`src/lane_map_pkg.sv`:
```
// Constants shared by the lane mapper and its plan stage
`default_nettype none
package lane_map_pkg;
  // ----------------------------------------
  // Geometry
  // ----------------------------------------
  localparam int LANES  = 8;   // most lanes of any mode
  localparam int CHANS  = 4;   // channels A..D
  localparam int SAMPS  = 8;   // samples per channel per frame, most
  localparam int SAMP_W = 9;   // converter resolution
  localparam int WORD_W = 40;  // five octets per lane per frame, most

  // ----------------------------------------
  // Link mode codes
  // ----------------------------------------
  localparam logic [3:0] LM_8B_LANE   = 4'h2;
  localparam logic [3:0] LM_9B_LANE   = 4'h3;
  localparam logic [3:0] LM_12B_PACK  = 4'h4;
  localparam logic [3:0] LM_8B_PAIR   = 4'h5;
  localparam logic [3:0] LM_12B_TRIO  = 4'h6;
  localparam logic [3:0] LM_8B_LANE66 = 4'h7;
  localparam logic [3:0] LM_12B_LANE  = 4'h8;
  localparam logic [3:0] LM_8B_SPLIT  = 4'h9;
  localparam logic [3:0] LM_9B_SPLIT  = 4'ha;

  // ----------------------------------------
  // Part variants and reset values
  // ----------------------------------------
  localparam logic [1:0] PART_QUAD   = 2'h0;
  localparam logic [1:0] PART_DUAL   = 2'h1;
  localparam logic [1:0] PART_SINGLE = 2'h2;
  localparam logic [3:0] RST_MODE    = 4'h0;
  localparam logic [2:0] RST_NCH     = 3'h0;
  localparam logic [3:0] RST_LANES   = 4'h0;
  localparam logic [2:0] RST_OCTETS  = 3'h0;
  localparam logic [3:0] RST_SAMPS   = 4'h0;
endpackage
`default_nettype wire

```
`src/plan_if.sv`:
```
// Frame plan carried from the plan stage to the packer
`default_nettype none
interface plan_if;
  logic [3:0] mode;    // active link mode
  logic [2:0] n_ch;    // channels present on the part
  logic [3:0] lanes;   // active lane count
  logic [2:0] octets;  // octets per lane per frame
  logic [3:0] samps;   // samples per channel per frame
  logic       coding;  // 1: 64B/66B, 0: 8B/10B
  logic       ok;      // mode and part legal
  modport src (output mode, n_ch, lanes, octets, samps, coding, ok);
  modport dst (input  mode, n_ch, lanes, octets, samps, coding, ok);
endinterface
`default_nettype wire

```
`src/lane_plan.sv`:
```
// Registered frame plan derived from link mode and part variant
`default_nettype none
module lane_plan import lane_map_pkg::*; (
  input  wire logic       clk,       // core clock
  input  wire logic       rst,       // sync reset, high
  input  wire logic       ce,        // clock enable
  input  wire logic [3:0] mode_sel,  // requested link mode
  input  wire logic [1:0] part_sel,  // part variant
  plan_if.src             plan       // plan out
);
  logic [3:0] mode_q, mode_d, lanes_q, lanes_d, samps_q, samps_d;
  logic [2:0] nch_q, nch_d, oct_q, oct_d;
  logic       cod_q, cod_d, ok_q, ok_d;

  always_comb begin
    mode_d = mode_sel;
    ok_d   = 1'b1;
    cod_d  = 1'b0;
    case (part_sel)
      PART_QUAD:   nch_d = 3'h4;
      PART_DUAL:   nch_d = 3'h2;
      PART_SINGLE: nch_d = 3'h1;
      default: begin
        nch_d = 3'h0;
        ok_d  = 1'b0;
      end
    endcase
    lanes_d = {1'b0, nch_d};
    oct_d   = 3'h1;
    samps_d = 4'h1;
    case (mode_sel)
      LM_8B_LANE: ;
      LM_8B_LANE66: cod_d = 1'b1;
      LM_9B_LANE: begin
        oct_d   = 3'h5;
        samps_d = 4'h4;
      end
      LM_12B_PACK: begin
        cod_d   = 1'b1;
        oct_d   = 3'h2;
        lanes_d = (nch_d == 3'h4) ? 4'h3 : {1'b0, nch_d};
      end
      LM_8B_PAIR: begin
        cod_d   = 1'b1;
        oct_d   = 3'h2;
        lanes_d = (nch_d == 3'h4) ? 4'h2 : 4'h1;
      end
      LM_12B_TRIO: begin
        cod_d   = 1'b1;
        oct_d   = 3'h2;
        samps_d = 4'h2;
        lanes_d = (nch_d == 3'h4) ? 4'h6 : (nch_d == 3'h2) ? 4'h3 : 4'h2;
      end
      LM_12B_LANE: begin
        cod_d   = 1'b1;
        oct_d   = 3'h3;
        samps_d = 4'h2;
      end
      LM_8B_SPLIT: begin
        samps_d = 4'h2;
        lanes_d = {nch_d, 1'b0};
      end
      LM_9B_SPLIT: begin
        oct_d   = 3'h5;
        samps_d = 4'h8;
        lanes_d = {nch_d, 1'b0};
      end
      default: ok_d = 1'b0;
    endcase
    if (!ok_d) begin
      lanes_d = RST_LANES;
      oct_d   = RST_OCTETS;
      samps_d = RST_SAMPS;
    end
  end

  always_ff @(posedge clk) begin
    if (rst) begin
      mode_q  <= RST_MODE;
      nch_q   <= RST_NCH;
      lanes_q <= RST_LANES;
      oct_q   <= RST_OCTETS;
      samps_q <= RST_SAMPS;
      cod_q   <= 1'b0;
      ok_q    <= 1'b0;
    end else if (ce) begin
      mode_q  <= mode_d;
      nch_q   <= nch_d;
      lanes_q <= lanes_d;
      oct_q   <= oct_d;
      samps_q <= samps_d;
      cod_q   <= cod_d;
      ok_q    <= ok_d;
    end
  end

  assign plan.mode   = mode_q;
  assign plan.n_ch   = nch_q;
  assign plan.lanes  = lanes_q;
  assign plan.octets = oct_q;
  assign plan.samps  = samps_q;
  assign plan.coding = cod_q;
  assign plan.ok     = ok_q;
endmodule // lane_plan
`default_nettype wire

```
`src/lane_mapper.sv`:
```
// Transport-layer packer: converter samples into lane octets per link mode
//
// Contract
// - Mode 2 gives each channel one 8B/10B lane carrying one 8-bit sample per octet.
// - Mode 3 gives each channel one lane where four 9-bit samples, each plus a zero bit, fill five octets.
// - Mode 4 packs zero-padded 12-bit units back to back over 3/2/1 lanes, split on nibbles.
// - Mode 5 puts A then B (zero on single) on lane 0 and C then D on lane 1 of a quad.
// - Mode 6 packs two samples of two channels as 12-bit units over each group of three lanes.
// - Mode 7 is the mode 2 layout coded as 64B/66B.
// - Mode 8 gives each channel one lane where two 12-bit units fill three octets.
// - Mode 9 uses two lanes per channel, even samples low lane, odd samples high lane, 8 bits each.
// - Mode 10 uses two lanes per channel, even and odd samples, four padded samples in five octets.
// - Lanes of B need a dual or quad part, lanes of C and D a quad, numbered from lane zero.
`default_nettype none
module lane_mapper import lane_map_pkg::*; #(
  parameter int NUM_LANES = LANES,   // lane outputs
  parameter int NUM_CHANS = CHANS,   // channel inputs
  parameter int DEPTH     = SAMPS,   // samples per channel slot
  parameter int SAMP_W_P  = SAMP_W   // sample width
) (
  input  wire logic                              CLOCK,             // 200 MHz core clock
  input  wire logic                              RESET,             // sync reset, high
  input  wire logic                              CLOCK_ENABLE,      // freezes all state when low
  input  wire logic [3:0]                        LINK_MODE_SELECT,  // link mode
  input  wire logic [1:0]                        PART_SELECT,       // quad, dual or single
  input  wire logic                              SAMPLE_VALID,      // frame of samples present
  input  wire logic [NUM_CHANS*DEPTH*SAMP_W_P-1:0] SAMPLES,         // ch c sample k at (c*DEPTH+k)*9
  output logic                                   LANE_VALID,        // packed frame pulse
  output logic [NUM_LANES*WORD_W-1:0]            LANE_DATA,         // lane l at l*40, octet 0 on top
  output logic [NUM_LANES-1:0]                   LANE_ACTIVE,       // active lane mask
  output logic [3:0]                             LANE_COUNT,        // active lanes
  output logic [2:0]                             LANE_OCTETS,       // octets per lane per frame
  output logic [3:0]                             SAMPLES_USED,      // samples per channel per frame
  output logic                                   CODING_64B66B,     // line coding of all lanes
  output logic                                   MODE_ERROR         // mode or part not supported
);
  // ----------------------------------------
  // Plan stage
  // ----------------------------------------
  plan_if plan ();

  lane_plan u_plan (
    .clk      (CLOCK),
    .rst      (RESET),
    .ce       (CLOCK_ENABLE),
    .mode_sel (LINK_MODE_SELECT),
    .part_sel (PART_SELECT),
    .plan     (plan.src)
  );

  // ----------------------------------------
  // Channel masking
  // ----------------------------------------
  logic [SAMP_W_P-1:0] s [NUM_CHANS][DEPTH];

  always_comb begin
    for (int c = 0; c < NUM_CHANS; c++) begin
      for (int k = 0; k < DEPTH; k++) begin
        s[c][k] = (c < int'(plan.n_ch)) ? SAMPLES[(c*DEPTH+k)*SAMP_W_P +: SAMP_W_P] : '0;
      end
    end
  end

  // ----------------------------------------
  // Per-lane packing
  // ----------------------------------------
  logic [WORD_W-1:0] lane_w [NUM_LANES];

  for (genvar l = 0; l < NUM_LANES; l++) begin : g_lane
    localparam int CH = l % 4;
    localparam int HC = (l / 2) % 4;
    localparam int PH = l % 2;
    localparam int TP = (l / 3) % 2;
    localparam int TI = l % 3;
    always_comb begin
      logic [47:0] st;
      st = '0;
      case (plan.mode)
        LM_8B_LANE, LM_8B_LANE66: lane_w[l] = {s[CH][0][8:1], 32'h0};
        LM_9B_LANE: lane_w[l] = {s[CH][0], 1'b0, s[CH][1], 1'b0, s[CH][2], 1'b0, s[CH][3], 1'b0};
        LM_12B_PACK: begin
          st = {s[0][0], 3'h0, s[1][0], 3'h0, s[2][0], 3'h0, s[3][0], 3'h0};
          lane_w[l] = {st[47-16*TI -: 16], 24'h0};
        end
        LM_8B_PAIR: lane_w[l] = {s[2*PH][0][8:1], s[2*PH+1][0][8:1], 24'h0};
        LM_12B_TRIO: begin
          st = {s[2*TP][0], 3'h0, s[2*TP][1], 3'h0, s[2*TP+1][0], 3'h0, s[2*TP+1][1], 3'h0};
          lane_w[l] = {st[47-16*TI -: 16], 24'h0};
        end
        LM_12B_LANE: lane_w[l] = {s[CH][0], 3'h0, s[CH][1], 3'h0, 16'h0};
        // even low lane, odd high lane
        LM_8B_SPLIT: lane_w[l] = {s[HC][PH][8:1], 32'h0};
        LM_9B_SPLIT: lane_w[l] = {s[HC][PH], 1'b0, s[HC][PH+2], 1'b0,
                                  s[HC][PH+4], 1'b0, s[HC][PH+6], 1'b0};
        default: lane_w[l] = '0;
      endcase
      // lanes past the count stay quiet
      if (4'(l) >= plan.lanes) begin
        lane_w[l] = '0;
      end
    end

  end

  // ----------------------------------------
  // Output registers
  // ----------------------------------------
  logic [NUM_LANES*WORD_W-1:0] data_q, data_d;
  logic [NUM_LANES-1:0]        act_q, act_d;
  logic [3:0]                  cnt_q, cnt_d, sam_q, sam_d;
  logic [2:0]                  oct_q, oct_d;
  logic                        val_q, val_d, cod_q, cod_d, err_q, err_d, live_q, live_d;

  // Samples held while no frame arrives, so lanes never show a torn frame
  always_comb begin
    val_d  = SAMPLE_VALID && plan.ok;
    data_d = data_q;
    act_d  = '0;
    cnt_d  = plan.lanes;
    oct_d  = plan.octets;
    sam_d  = plan.samps;
    cod_d  = plan.coding;
    // Plan flops hold reset values one edge after release, no false error then
    live_d = 1'b1;
    err_d  = live_q && !plan.ok;
    for (int l = 0; l < NUM_LANES; l++) begin
      act_d[l] = (l < int'(plan.lanes));
      if (val_d) begin
        data_d[l*WORD_W +: WORD_W] = lane_w[l];
      end
    end
  end

  // lane count, octets and coding exposed for the receiver setup
  always_ff @(posedge CLOCK) begin
    if (RESET) begin
      data_q <= '0;
      act_q  <= '0;
      cnt_q  <= RST_LANES;
      oct_q  <= RST_OCTETS;
      sam_q  <= RST_SAMPS;
      val_q  <= 1'b0;
      cod_q  <= 1'b0;
      err_q  <= 1'b0;
      live_q <= 1'b0;
    end else if (CLOCK_ENABLE) begin
      data_q <= data_d;
      act_q  <= act_d;
      cnt_q  <= cnt_d;
      oct_q  <= oct_d;
      sam_q  <= sam_d;
      val_q  <= val_d;
      cod_q  <= cod_d;
      err_q  <= err_d;
      live_q <= live_d;
    end
  end

  assign LANE_VALID    = val_q;
  assign LANE_DATA     = data_q;
  assign LANE_ACTIVE   = act_q;
  assign LANE_COUNT    = cnt_q;
  assign LANE_OCTETS   = oct_q;
  assign SAMPLES_USED  = sam_q;
  assign CODING_64B66B = cod_q;
  assign MODE_ERROR    = err_q;

  // ----------------------------------------
  // Assertions
  // ----------------------------------------
  logic [8:0]  a0, a1, a2, b0, c0, d0, d1;
  logic [39:0] l0, l1;
  assign a0 = SAMPLES[8:0];
  assign a1 = SAMPLES[17:9];
  assign a2 = SAMPLES[26:18];
  assign b0 = SAMPLES[DEPTH*SAMP_W_P +: 9];
  assign c0 = SAMPLES[2*DEPTH*SAMP_W_P +: 9];
  assign d0 = SAMPLES[3*DEPTH*SAMP_W_P +: 9];
  assign d1 = SAMPLES[(3*DEPTH+1)*SAMP_W_P +: 9];
  assign l0 = data_q[39:0];
  assign l1 = data_q[79:40];
endmodule // lane_mapper
`default_nettype wire

```
`config.mk`:
```
export PLATFORM = sky130hd
export DESIGN_NAME = lane_mapper
export DESIGN_NICKNAME = d
export VERILOG_FILES = /design/src/lane_map_pkg.sv /design/src/plan_if.sv /design/src/lane_plan.sv /design/src/lane_mapper.sv
export SDC_FILE = /design/constraint.sdc
export NUM_CORES = 1
export LEC_CHECK = 0
export BUFFER_PORTS_ARGS = -buffer_cell sky130_fd_sc_hd__clkbuf_2
export CELL_PAD_IN_SITES_DETAIL_PLACEMENT = 1
export CELL_PAD_IN_SITES_GLOBAL_PLACEMENT = 2
export CORE_MARGIN = 2
export CORE_UTILIZATION = 28
export DETAILED_ROUTE_END_ITERATION = 7
export PLACE_DENSITY = 0.9
export SLEW_MARGIN = 30
export SYNTH_ARGS = -nofsm -noshare
export SYNTH_HDL_FRONTEND = slang
export SYNTH_SLANG_ARGS = --single-unit
```
`constraint.sdc`:
```
create_clock -name CLOCK -period 2.35 [get_ports CLOCK]
set_input_delay 0.3525 -clock CLOCK [delete_from_list [all_inputs] [get_ports CLOCK]]
set_output_delay 0.3525 -clock CLOCK [all_outputs]
set_load 0.03 [all_outputs]
```
# Word level (Yosys, flattened, before mapping)
# Cells that the tools add are included.
[totals]
register_bits = 363
inputBits = 298
output_inout_bits = 342
word_cells = 134
[op_classes]
order_cmp = 20
eq_ne = 22
muxes = 62
n_reduce_logical = 14
[op_table]
columns = ["cell", "count"]
rows = [
  ["$pmux W40 S8", 7],
  ["$mux W40", 8],
  ["$mux W9", 32],
  ["$pmux W40 S7", 1],
  ["$eq A4 B3 Y1 const B", 8],
  ["$eq A4 B4 Y1 const B", 6],
  ["$pmux W3 S3", 2],
  ["$eq A4 B2 Y1 const B", 4],
  ["$ge A3 B4 Y1 const A", 4],
  ["$lt A3 B4 Y1 const A", 4],
  ["$pmux W4 S4", 1],
  ["$mux W4", 3],
  ["$pmux W4 S3", 1],
  ["$reduce_or A3 Y1", 4],
  ["$reduce_or A9 Y1", 1],
  ["$ge A1 B4 Y1 const A", 2],
  ["$ge A2 B4 Y1 const A", 2],
  ["$lt A1 B4 Y1 const A", 2],
  ["$lt A2 B4 Y1 const A", 2],
  ["$lt A1 B3 Y1 const A", 2],
  ["$lt A2 B3 Y1 const A", 2],
  ["$mux W3", 2],
  ["$reduce_or A2 Y1", 3],
  ["$reduce_or A5 Y1", 1],
  ["other kinds (10)", 14],
]

# Depth between registers and ports, before layout
# Gate-level depths: netlist of the first run.
[logic_depth]
depth_word = 7
ltp_mapped = 9
mapped_depth_nobuf = 5

# Cells and area by module
# A second synthesis of the first run with hierarchy kept.
[hier_totals]
hier_cells = 2001
hier_area_um2 = 16719.8
[modules_own_cells]
columns = ["mod", "n_inst", "cells_each", "area_each_um2", "seq_area_each_um2"]
rows = [
  ["lane_mapper", 1, 1872, 15627.5, 6526.3],
  ["lane_plan", 1, 129, 1092.3, 400.4],
]

# Least setup slack after synthesis of the first run
# No wires, ideal clock.
[synth_path]
kind = "register -> register"
from = "reg u_plan.nch_q[1] (netlist: u_plan.plan.n_ch[1])"
to = "reg data_q[124] (netlist: LANE_DATA[124])"
setup_ps = 128
t_arrival_ps = 1705
required_time_ps = 2222
slack_ps = 517
path_stages_with_launch = 10
path_buffers = 4
synth_period_minus_slack_ps = 1833
path_cell_list = "dfxtp_1 -> buf_2 -> or2_2 -> clkbuf_1 -> and2_1 -> buf_6 -> buf_6 -> a22o_1 -> a22oi_1 -> nor2_1"
[synth_between]
elab_chain_cells = 4
word_cells_on_any_way = 6
cone_classes = "order compare (2); mux (4)"
[synth_lines]
columns = ["item", "line_no", "text"]
rows = [
  ["start: declaration", "lane_plan.sv:12", "logic [2:0] nch_q, nch_d, oct_q, oct_d;"],
  ["start signal: assignment", "lane_plan.sv:88", "nch_q <= nch_d;"],
  ["$lt A1 B3 Y1 / $lt A2 B3 Y1 (equally long branches)", "lane_mapper.sv:59", "s[c][k] = (c < int'(plan.n_ch)) ? SAMPLES[(c*DEPTH+k)*SAMP_W_P +: SAMP_W_P] : '0;"],
  ["$mux W9", "lane_mapper.sv:59", ""],
  ["$pmux W40 S8 *", "lane_mapper.sv:78", "case (plan.mode)"],
  ["$mux W40 *", "lane_mapper.sv:98", "if (4'(l) >= plan.lanes) begin"],
  ["end signal: assignment", "lane_mapper.sv:147", "data_q <= data_d;"],
  ["end: declaration", "lane_mapper.sv:108", "logic [NUM_LANES*WORD_W-1:0] data_q, data_d;"],
]
# Every way passes the cells marked *; elsewhere a longest branch is shown, timed or not.
# A chain may end at the register's enable or synchronous reset.

# Final worst setup path of the first run
[layout_path]
from = "reg u_plan.nch_q[2] (netlist: u_plan.plan.n_ch[2])"
to = "reg data_q[190] (netlist: LANE_DATA[190])"
[layout_between]
elab_chain_cells = 4
word_cells_on_any_way = 8
cone_classes = "order compare (3); mux (5)"
[layout_lines]
columns = ["item", "line_no"]
rows = [
  ["$lt A2 B3 Y1 / $lt A1 B3 Y1 (equally long branches)", "lane_mapper.sv:59"],
  ["$mux W9", "lane_mapper.sv:59"],
  ["$pmux W40 S8 *", "lane_mapper.sv:78"],
  ["$mux W40 *", "lane_mapper.sv:98"],
]
# Marks and branches as above.

==> results of run 1 <==
worst max-delay path by stage:
stage	start	to	slack (ns)	depth (start not counted)
CTS	u_plan.plan.mode[3]$_SDFFE_PP0P_	LANE_DATA[310]$_SDFFE_PP0P_	0.0002	7
global placement	u_plan.plan.n_ch[2]$_SDFFE_PP0P_	LANE_DATA[190]$_SDFFE_PP0P_	-0.04	7
finish	u_plan.plan.n_ch[2]$_SDFFE_PP0P_	LANE_DATA[190]$_SDFFE_PP0P_	0.02	7
detailed placement	u_plan.plan.n_ch[2]$_SDFFE_PP0P_	LANE_DATA[190]$_SDFFE_PP0P_	-0.07	7
floorplan	u_plan.plan.n_ch[1]$_SDFFE_PP0P_	LANE_DATA[124]$_SDFFE_PP0P_	0.52	9
global route	u_plan.plan.mode[2]$_SDFFE_PP0P_	LANE_DATA[157]$_SDFFE_PP0P_	0.003	7
layer usage:
metal | part of all wire [%] | track usage (%) | vias to the layer above | wire length (um)
met2 | 46 | 55.4 | 1061 | 50700
met1 | 40 | 41.7 | 10100 | 43300
met5 | 0.037 | 0 | - | 40
li1 | - | - | 8657 | -
met3 | 8.7 | 8.64 | 245 | 9500
met4 | 5.4 | 16.8 | 6 | 5920
cell families (layout without fill, tap and decap cells):
kind of cell | count (synthesis) | after routing | synth area share [%]
AOI/OAI and AO/OA | 796 | 796 | 34.4
xor gates and xnor gates | 4 | 4 | 0.324
buffers and inverters | 217 | 915 | 6.72
DFF | 346 | 346 | 41.7
muxes | 21 | 21 | 1.28
other | 1 | 17 | 0.0226
and+or+nand+nor | 562 | 562 | 15.6
flip-flops by register name, indices dropped and copies added (netlist names):
| signal | count |
|---|---|
| u_plan.plan.mode | 4 |
| u_plan.plan.lanes | 4 |
| u_plan.plan.samps | 4 |
| live_q | 1 |
| LANE_COUNT | 3 |
| LANE_ACTIVE | 8 |
| LANE_VALID | 1 |
| u_plan.plan.coding | 1 |
| u_plan.plan.octets | 3 |
| LANE_DATA | 304 |
| LANE_OCTETS | 3 |
| CODING_64B66B | 1 |
| u_plan.plan.ok | 1 |
| u_plan.plan.n_ch | 3 |
| MODE_ERROR | 1 |
| SAMPLES_USED | 4 |
metrics by stage:
stage | setup slack (ns) | power (uW) | instance area, um^2 | utilization (%)
6_report | 0.0186 | 14000 | 23000 | 39.1
2_1_floorplan | 0.517 | 6660 | 16700 | -
4_1_cts | 0.000243 | 14100 | 23000 | 39.1
5_1_grt | 0.00280 | 14400 | 23000 | 39.1
3_3_place_gp | -0.0426 | 7600 | 21600 | 36.8
3_5_place_dp | -0.0670 | 7610 | 21600 | 36.8
what timing repair did:
action                                  CTS  global route
endpoints found under the setup margin    6            23
gates resized for setup                   5            10
hold buffers                              1             0
setup buffers                             0             0
hold endpoints to repair                  1             0
pin swaps                                 0             1
layout make-up:
type | instances | share of cell area [%]
diodes | 1 | 0.0109
clock buffers | 61 | 5.32
clock inverters | 12 | 0.440
inverters | 8 | 0.130
multi-input cells | 1399 | 37.8
flip-flops and latches | 346 | 30.1
well taps | 773 | 4.20
repair buffers | 834 | 22.0
layout by cell type, fill, tap and decap left out, drive strengths merged, types with 7 or more instances in the layout:
| master | count |
|---|---|
| inv | 10 |
| a21o | 29 |
| a211oi | 39 |
| a22oi | 183 |
| o21ai | 141 |
| a221oi | 15 |
| nand2b | 13 |
| nand3 | 42 |
| nand2 | 207 |
| a21oi | 104 |
| a22o | 125 |
| and3 | 8 |
| o221ai | 19 |
| nor2b | 9 |
| clkbuf | 683 |
| clkinv | 7 |
| nor3 | 23 |
| conb | 16 |
| nor2 | 211 |
| a222oi | 11 |
| and2 | 9 |
| a2bb2oi | 10 |
| dfxtp | 346 |
| a32oi | 23 |
| mux2i | 19 |
| o22ai | 33 |
| a31oi | 10 |
| o31ai | 11 |
| buf | 211 |
report_power, final:
part           switching (uW)  internal [uW]  total [uW]
Clock                    2750           3720        6470
Combinational            1120            503        1620
Sequential               29.8           5890        5920
Total                    3890          10100       14000
worst max-delay path, cell delays in order (launching register included):
cell      delay [ns]
dfxtp_1         0.36
or2_2           0.47
buf_12          0.21
nand2_1         0.35
nor2_1          0.18
a211oi_2        0.38
buf_4           0.17
o21ai_0         0.06
==> results.cfg, run 1 <==
[clock_tree]
clk_path_buf_depth = 3
cts_sinks = 346
tritoncts = yes
htree_levels = 2
clock_latency_ns = 0.57
cts_buffers = 42
clk_pin_slew_ns = 0.06
cts_root_buf = clkbuf_16

[floorplanning]
num_io_pins = 640
core_area_um2 = 58800
die_h_um = 247
dieWidth_um = 247
dieArea_um2 = 61200
initial_utilization_pct = 28.2
num_rows = 89

[final_layout]
multiInputGateArea_um2 = 8690
drive_above_1_share_pct = 36.0
fin_nets = 2929
seqCellArea_um2 = 6930
finalNonFillerCells = 3434
areaGrowthSynthToFinish_pct = 38.6
final.fill_count = 7133

[sta]
rsz0062_at_grt = no
hold_viol = 0
final_max_slew_viol_count = 0
fmax_ghz = 0.429
finalCritPeriodShare_pct = 99.2
worst_pin_slew_ns = 0.812
tns_ns = 0
whs_ns = 0.0726
fin_crit_ns = 2.33
slew_headroom_pct = 45.9
skew_ns = 0.0158
setup-violations-final = 0

[setup_path]
rr_startpoint = u_plan.plan.n_ch[2]$_SDFFE_PP0P_
critPathLaunchType = register
worstSetupEndpointType = register
cp_max_fo = 8
crit_type = register to register
critPathRequiredTime_ns = 2.78
ff2ff_path_depth = 7
reg2reg_slack_ns = 0.02
cp_data_arrival_time_ns = 2.76
regToRegEndpoint = LANE_DATA[190]$_SDFFE_PP0P_

[grt]
grt_pass1_vias = 19800
grt_pass1_wl_um = 150000
grt_antenna_before_repair = 5
grt_max_degree = 152
track_usage_pct = 34.0
grt_overflow = 0

[routing]
drcViolationCount = 0
wl_per_cell_um = 31.9
vias = 20100
via_per_inst = 5.85
wl_um = 109000
drt-pass1-iter-count = 6
drt_iter0_markers = 2026
drt.antenna.violating_nets = 0

[power]
total_leakage_power_uw = 0.00974
peakVddDrop_uv = 437
p_per_area_nw_per_um2 = 609

[yosys]
synth_common_cells = 346 x dfxtp_1, 206 x nand2_1, 199 x nor2_1
ys_seq_area_share_pct = 41.7
yosysUniqueCellTypes = 80
syn-cell-area_um2 = 16600
synth_flop_cell = dfxtp_1
yosysMostFrequentCell = dfxtp_1
synth_edf_count = 0
synth_area_leaders = dfxtp_1 42%, a22oi_1 8.3%, a22o_1 6.6%
synth_top_area_share_pct = 41.7
ys_ff_latch = 346
synthArstFlopShare_pct = 0
postSynthAreaPerCell_um2 = 8.53
ys_warn_count = 0
synth_top_cell_by_area = dfxtp_1
netlist_instances = 1947

[placed_design]
place_congestion = 0.974
io_buffers = 623
hpwl_um = 85900
placed_cells = 3359

[run_status]
status = finished, final reports clean

[min_path]
hold_start = SAMPLES[39]
hold_end = LANE_DATA[14]$_SDFFE_PP0P_
hold_depth = 3
min_path_type = input pin to register

[job]
maxCapViolations = 0
(Power assumes the default switching activity.)
==> inputs of run 2 (changes only) <==
- ABC_AREA: unset -> 1
- CORE_UTILIZATION: 28 -> 25
- PLACE_DENSITY: 0.9 -> 0.89
==> run 2 against run 1 <==
Effect of this change: via count grew 14%; register-to-register slack barely moved; first-iteration DRC count down 4.3%; design area is 6.6% higher; non-clock buffer count shrank 65; final cell count is 33% higher; critical path depth rose by 3; clock skew up 0.0016 ns; synthesized cell count grew 52%; count of clock-buffer cells in the layout increased by 8; critical path type unchanged; critical endpoint is now LANE_DATA[267]$_SDFFE_PP0P_; largest power group unchanged.
==> results.cfg, run 2 <==
[run_status]
status = finished, final reports clean

[yosys]
ys_ff_latch = 346
postSynthAreaPerCell_um2 = 6.09
synth_top_area_share_pct = 38.5
yosysMostFrequentCell = nand2_1
ys_warn_count = 0
synth_area_leaders = dfxtp_1 38%, nand2_1 25%, a21oi_1 10%
synth_edf_count = 0
ys_seq_area_share_pct = 38.5
syn-cell-area_um2 = 18000
synth_top_cell_by_area = dfxtp_1
netlist_instances = 2954
synth_flop_cell = dfxtp_1
synth_common_cells = 1,206 x nand2_1, 363 x a21oi_1, 346 x dfxtp_1
yosysUniqueCellTypes = 32
synthArstFlopShare_pct = 0

[sta]
fin_crit_ns = 2.33
setup-violations-final = 0
rsz0062_at_grt = no
slew_headroom_pct = 41.6
hold_viol = 0
tns_ns = 0
skew_ns = 0.0173
finalCritPeriodShare_pct = 99.2
final_max_slew_viol_count = 0
worst_pin_slew_ns = 0.877
fin_ws_ns = 0.0186
fmax_ghz = 0.429

[grt]
busiest_layer = met2
grt_overflow = 0
grt.met1_usage_pct = 37.1
track_usage_pct = 30.0
use_met3_pct = 7.65
grt_max_degree = 155
grt_pass1_vias = 22300
grt_pass1_wl_um = 162000
use_met2_pct = 50.0
grt_antenna_before_repair = 18

[routing]
wl_um = 116000
via_per_inst = 4.99
drcViolationCount = 0
drt-pass1-iter-count = 6
drt_iter0_markers = 1938
wl_per_cell_um = 25.4
drt.antenna.violating_nets = 0
vias = 22900

[clock_tree]
clk_pin_slew_ns = 0.06
ctsHoldBuffers = 0
clock_latency_ns = 0.60
cts_root_buf = clkbuf_16
htree_levels = 2
clk_path_buf_depth = 3
tritoncts = yes
cts_buffers = 46
cts_sinks = 346

[setup_path]
critPathLaunchType = register
ff2ff_path_depth = 10
crit_type = register to register
cp_max_fo = 18
cp_data_arrival_time_ns = 2.79
critPathRequiredTime_ns = 2.81
worstSetupEndpointType = register

[power]
peakVddDrop_uv = 445
total_leakage_power_uw = 0.0116
p_per_area_nw_per_um2 = 610

[final_layout]
largest_register_ffs = 304
multiInputGateArea_um2 = 9670
areaGrowthSynthToFinish_pct = 36.3
final_core_util_pct = 34.4
fin_nets = 3882
seqCellArea_um2 = 6930
layout_commonest_cell = nand2_1
layout_common_cells = 1,204 x nand2_1, 622 x clkbuf_2, 363 x a21oi_1
final.fill_count = 9430
drive_above_1_share_pct = 24.0

[placed_design]
place_ws_ns = 0.0677
hpwl_um = 90500
place_congestion = 1.02
io_buffers = 623

[min_path]
min_path_type = input pin to register
hold_depth = 5

[floorplanning]
num_io_pins = 640
core_area_um2 = 71400
die_h_um = 272
initial_utilization_pct = 25.2
dieArea_um2 = 74100
dieWidth_um = 272
num_rows = 98

[job]
maxCapViolations = 0
-- run 2: changes by cell type in the layout (fill, tap and decap cells not counted), sizes merged, moves of 74 or more --
cell	previous run	this run
nand3	42	257
inv	10	141
a22o	125	0
a21oi	104	363
nand2	207	1211
nor2	211	285
a22oi	183	2
-- run 2: power by group --
group / internal, uW / switching (uW) / leakage [uW] / total [uW]
combinational: 519 / 1290 / 0.00806 / 1810
clock: 4300 / 2920 / 0.000744 / 7220
sequential: 5900 / 23.8 / 0.00279 / 5930
total: 10700 / 4230 / 0.0116 / 15000
-- run 2: worst max-delay path, stage by stage, from the launching register on --
cell and delay, ns:
dfxtp_2 0.36, nor2_2 0.17, buf_4 0.33, nor2_1 0.25, nand2_1 0.16, nand2_1 0.06
nor2_1 0.43, nand3_1 0.14, buf_4 0.19, nand2_1 0.06, a21oi_1 0.05
-- run 2: timing repair --
item,in CTS,in global routing
endpoints found under the setup margin,0,1
gates resized for setup,0,1
setup buffers,0,0
-- run 2: routing by layer --
layer,vias to the layer above,share of wire [%]
li1,10700,-
met1,11000,41
met2,982,47
met3,189,8.4
met4,18,3.9
met5,-,0.10
-- run 2: path summary, 6_finish.rpt --
| check | start | endpoint | slack, ns |
|---|---|---|---|
| hold / removal | SAMPLES[196] | LANE_DATA[218]$_SDFFE_PP0P_ | 0.08 |
| setup reg to reg | u_plan.plan.n_ch[2]$_SDFFE_PP0P_ | LANE_DATA[267]$_SDFFE_PP0P_ | 0.02 |
| hold reg to reg | LANE_DATA[114]$_SDFFE_PP0P_ | LANE_DATA[114]$_SDFFE_PP0P_ | 0.46 |
| setup / recovery | u_plan.plan.n_ch[2]$_SDFFE_PP0P_ | LANE_DATA[267]$_SDFFE_PP0P_ | 0.02 |
-- run 2: logic make-up after synthesis --
kind of cell / count (synthesis) / synth area share, %
and+or+nand+nor: 1773 / 39.4
AOI/OAI and AO/OA: 486 / 13.8
buffers and inverters: 348 / 8.36
DFF: 346 / 38.5
other: 1 / 0.0208
-- run 2: final cells by class --
class | count | share of cell area, %
Timing Repair Buffer | 769 | 19.0
Inverter | 146 | 2.25
Antenna cell | 10 | 0.102
Sequential cell | 346 | 28.2
Clock buffer | 69 | 5.54
Multi-Input combinational cell | 2275 | 39.4
Tap cell | 950 | 4.85
Clock inverter | 13 | 0.597
-- run 2: metrics by stage --
stage	hold slack, ns	area, um^2	total power [uW]	instances
2_1_floorplan	0.435	18100	6820	2969
3_3_place_gp	0.449	23000	7830	4486
3_5_place_dp	0.455	23000	7820	4486
4_1_cts	0.0615	24500	15100	4568
5_1_grt	0.0900	24500	15400	4573
6_report	0.0795	24500	15000	4578
==> inputs of run 3 (changes only) <==
- CAP_MARGIN: unset -> 20
- CORE_UTILIZATION: 25 -> 23
- CTS_BUF_LIST: unset -> sky130_fd_sc_hd__clkbuf_16
- PLACE_DENSITY: 0.89 -> 0.87
- clock period: 2.35 -> 2.05 ns (I/O delays scaled with it)
==> run 3 against run 2 <==
Effect of this change: worst hold slack got worse by 0.029 ns; design area rose by 3.4%; global-route usage decreased by 1.7 points; register-to-register slack gained 0.07 ns.
==> results.cfg, run 3 (synthesis gave the netlist of run 2 again) <==
[grt]
grt_overflow = 0
grt_antenna_before_repair = 24
grt_max_degree = 140
use_met3_pct = 7.88
grt_pass1_vias = 23000
use_met2_pct = 47.0
grt.met1_usage_pct = 35.2
grt_pass1_wl_um = 167000
busiest_layer = met2
track_usage_pct = 28.3

[setup_path]
crit_type = register to register
crit_path_max_incr_delay_ns = 0.42
cp_data_arrival_time_ns = 2.47
critPathLaunchType = register
critPathRequiredTime_ns = 2.56
crit_slowest_cell = o21ai_0
ff2ff_path_depth = 8
regToRegEndpoint = LANE_DATA[193]$_SDFFE_PP0P_
worstSetupEndpointType = register
path_cells = buf_4 -> nor2_4 -> buf_4 -> nand2_1 -> buf_12 -> o21ai_0 -> nand2_1 -> a21oi_1
cp_max_fo = 16
rr_startpoint = u_plan.plan.mode[2]$_SDFFE_PP0P_
reg2reg_slack_ns = 0.09

[final_layout]
seqCellArea_um2 = 6930
fin_nets = 3965
final.fill_count = 10100
layout_commonest_cell = nand2_1
multiInputGateArea_um2 = 9720
drive_above_1_share_pct = 25.9
largest_register_ffs = 304
areaGrowthSynthToFinish_pct = 41.0
layout_common_cells = 1,202 x nand2_1, 622 x clkbuf_2, 360 x a21oi_1

[clock_tree]
htree_levels = 2
clock_latency_ns = 0.58
ctsHoldBuffers = 0
cts_sinks = 346
tritoncts = yes
clk_path_buf_depth = 3
clk_pin_slew_ns = 0.06
cts_root_buf = clkbuf_16
cts_buffers = 44

[floorplanning]
die_h_um = 284
num_rows = 102
initial_utilization_pct = 23.2
dieArea_um2 = 80500
dieWidth_um = 284
core_area_um2 = 77500
num_io_pins = 640

[sta]
final_max_slew_viol_count = 0
whs_ns = 0.0503
skew_ns = 0.0137
fmax_ghz = 0.510
setup-violations-final = 0
slew_headroom_pct = 46.8
finalCritPeriodShare_pct = 95.7
worst_pin_slew_ns = 0.798
hold_viol = 0
tns_ns = 0
fin_crit_ns = 1.96

[placed_design]
hpwl_um = 94100
io_buffers = 623
place_congestion = 1.03

[routing]
drt-pass1-iter-count = 5
drt_iter0_markers = 1637
drt.antenna.violating_nets = 0
vias = 23000
via_per_inst = 4.86
wl_per_cell_um = 25.0
wl_um = 118000
drcViolationCount = 0

[job]
maxCapViolations = 0

[min_path]
hold_end = LANE_DATA[133]$_SDFFE_PP0P_
hold_start = SAMPLES[119]
min_path_type = input pin to register
hold_depth = 5

[run_status]
status = finished, final reports clean

[power]
p_per_area_nw_per_um2 = 680
total_leakage_power_uw = 0.0121
peakVddDrop_uv = 449
run 3: changes by cell type in the layout (fill, tap and decap cells not counted), moves of 6 or more:
cell,change
buf_12,+6
buf_4,+77
bufinv_16,+6
clkinv_2,-6
nor2_2,+6
clkbuf_8,-10
inv_1,+11
nor2_1,-7
clkbuf_1,-12
run 3: metrics by stage:
| stage | total power, uW | utilization [%] | cells | setup slack [ns] | cell area (um^2) |
|---|---|---|---|---|---|
| 6_report | 17300 | 32.8 | 4740 | 0.0891 | 25400 |
| 5_1_grt | 17900 | 32.7 | 4737 | -0.00103 | 25400 |
| 4_1_cts | 17400 | 32.6 | 4732 | 0.0388 | 25300 |
| 3_5_place_dp | 9050 | 30.7 | 4659 | -0.153 | 23800 |
| 3_3_place_gp | 9060 | 30.7 | 4659 | -0.110 | 23800 |
| 2_1_floorplan | 7820 | - | 2969 | 0.427 | 18100 |
run 3: layout make-up:
cell class	instances	area share (%)
sequential	346	27.3
timing repair buffer	854	21.2
tap	1040	5.13
clock inverter	28	1.40
clock buffer	45	4.44
antenna	6	0.0592
multi-input combinational	2275	38.3
inverter	146	2.16
run 3: worst max-delay path, delay by kind of cell, from the launching register on:
kind	cells	cell delay [ns]
and+or+nand+nor	3	0.44
DFF	1	0.34
buffers and inverters	3	0.55
AOI/OAI and AO/OA	2	0.56
run 3: layer usage:
metal  wire length (um)  vias up
li1                   -    10800
met1              48500    11100
met2              55400      936
met3              10400      193
met4               3850       34
met5                221        -
run 3: what timing repair did:
item / in CTS / in global routing
gates resized for setup: 5 / 21
setup buffers: 0 / 2
setup endpoints to repair: 8 / 62
run 3: worst max path at each step:
stage                                                start                           to  slack, ns  depth (start not counted)
final                     u_plan.plan.mode[2]$_SDFFE_PP0P_  LANE_DATA[193]$_SDFFE_PP0P_       0.09                          8
after global routing      u_plan.plan.mode[3]$_SDFFE_PP0P_  LANE_DATA[184]$_SDFFE_PP0P_     -0.001                         10
after CTS                 u_plan.plan.mode[3]$_SDFFE_PP0P_  LANE_DATA[108]$_SDFFE_PP0P_       0.04                          9
after detailed placement  u_plan.plan.n_ch[1]$_SDFFE_PP0P_  LANE_DATA[144]$_SDFFE_PP0P_      -0.15                          9
after global placement    u_plan.plan.n_ch[1]$_SDFFE_PP0P_  LANE_DATA[144]$_SDFFE_PP0P_      -0.11                          9
after floorplan           u_plan.plan.n_ch[2]$_SDFFE_PP0P_   LANE_DATA[19]$_SDFFE_PP0P_       0.43                         11
run 3: report_power, final:
| part | internal [uW] | switching, uW |
|---|---|---|
| logic | 674 | 1490 |
| registers | 6770 | 30.9 |
| clock network | 5070 | 3230 |
| total | 12500 | 4750 |
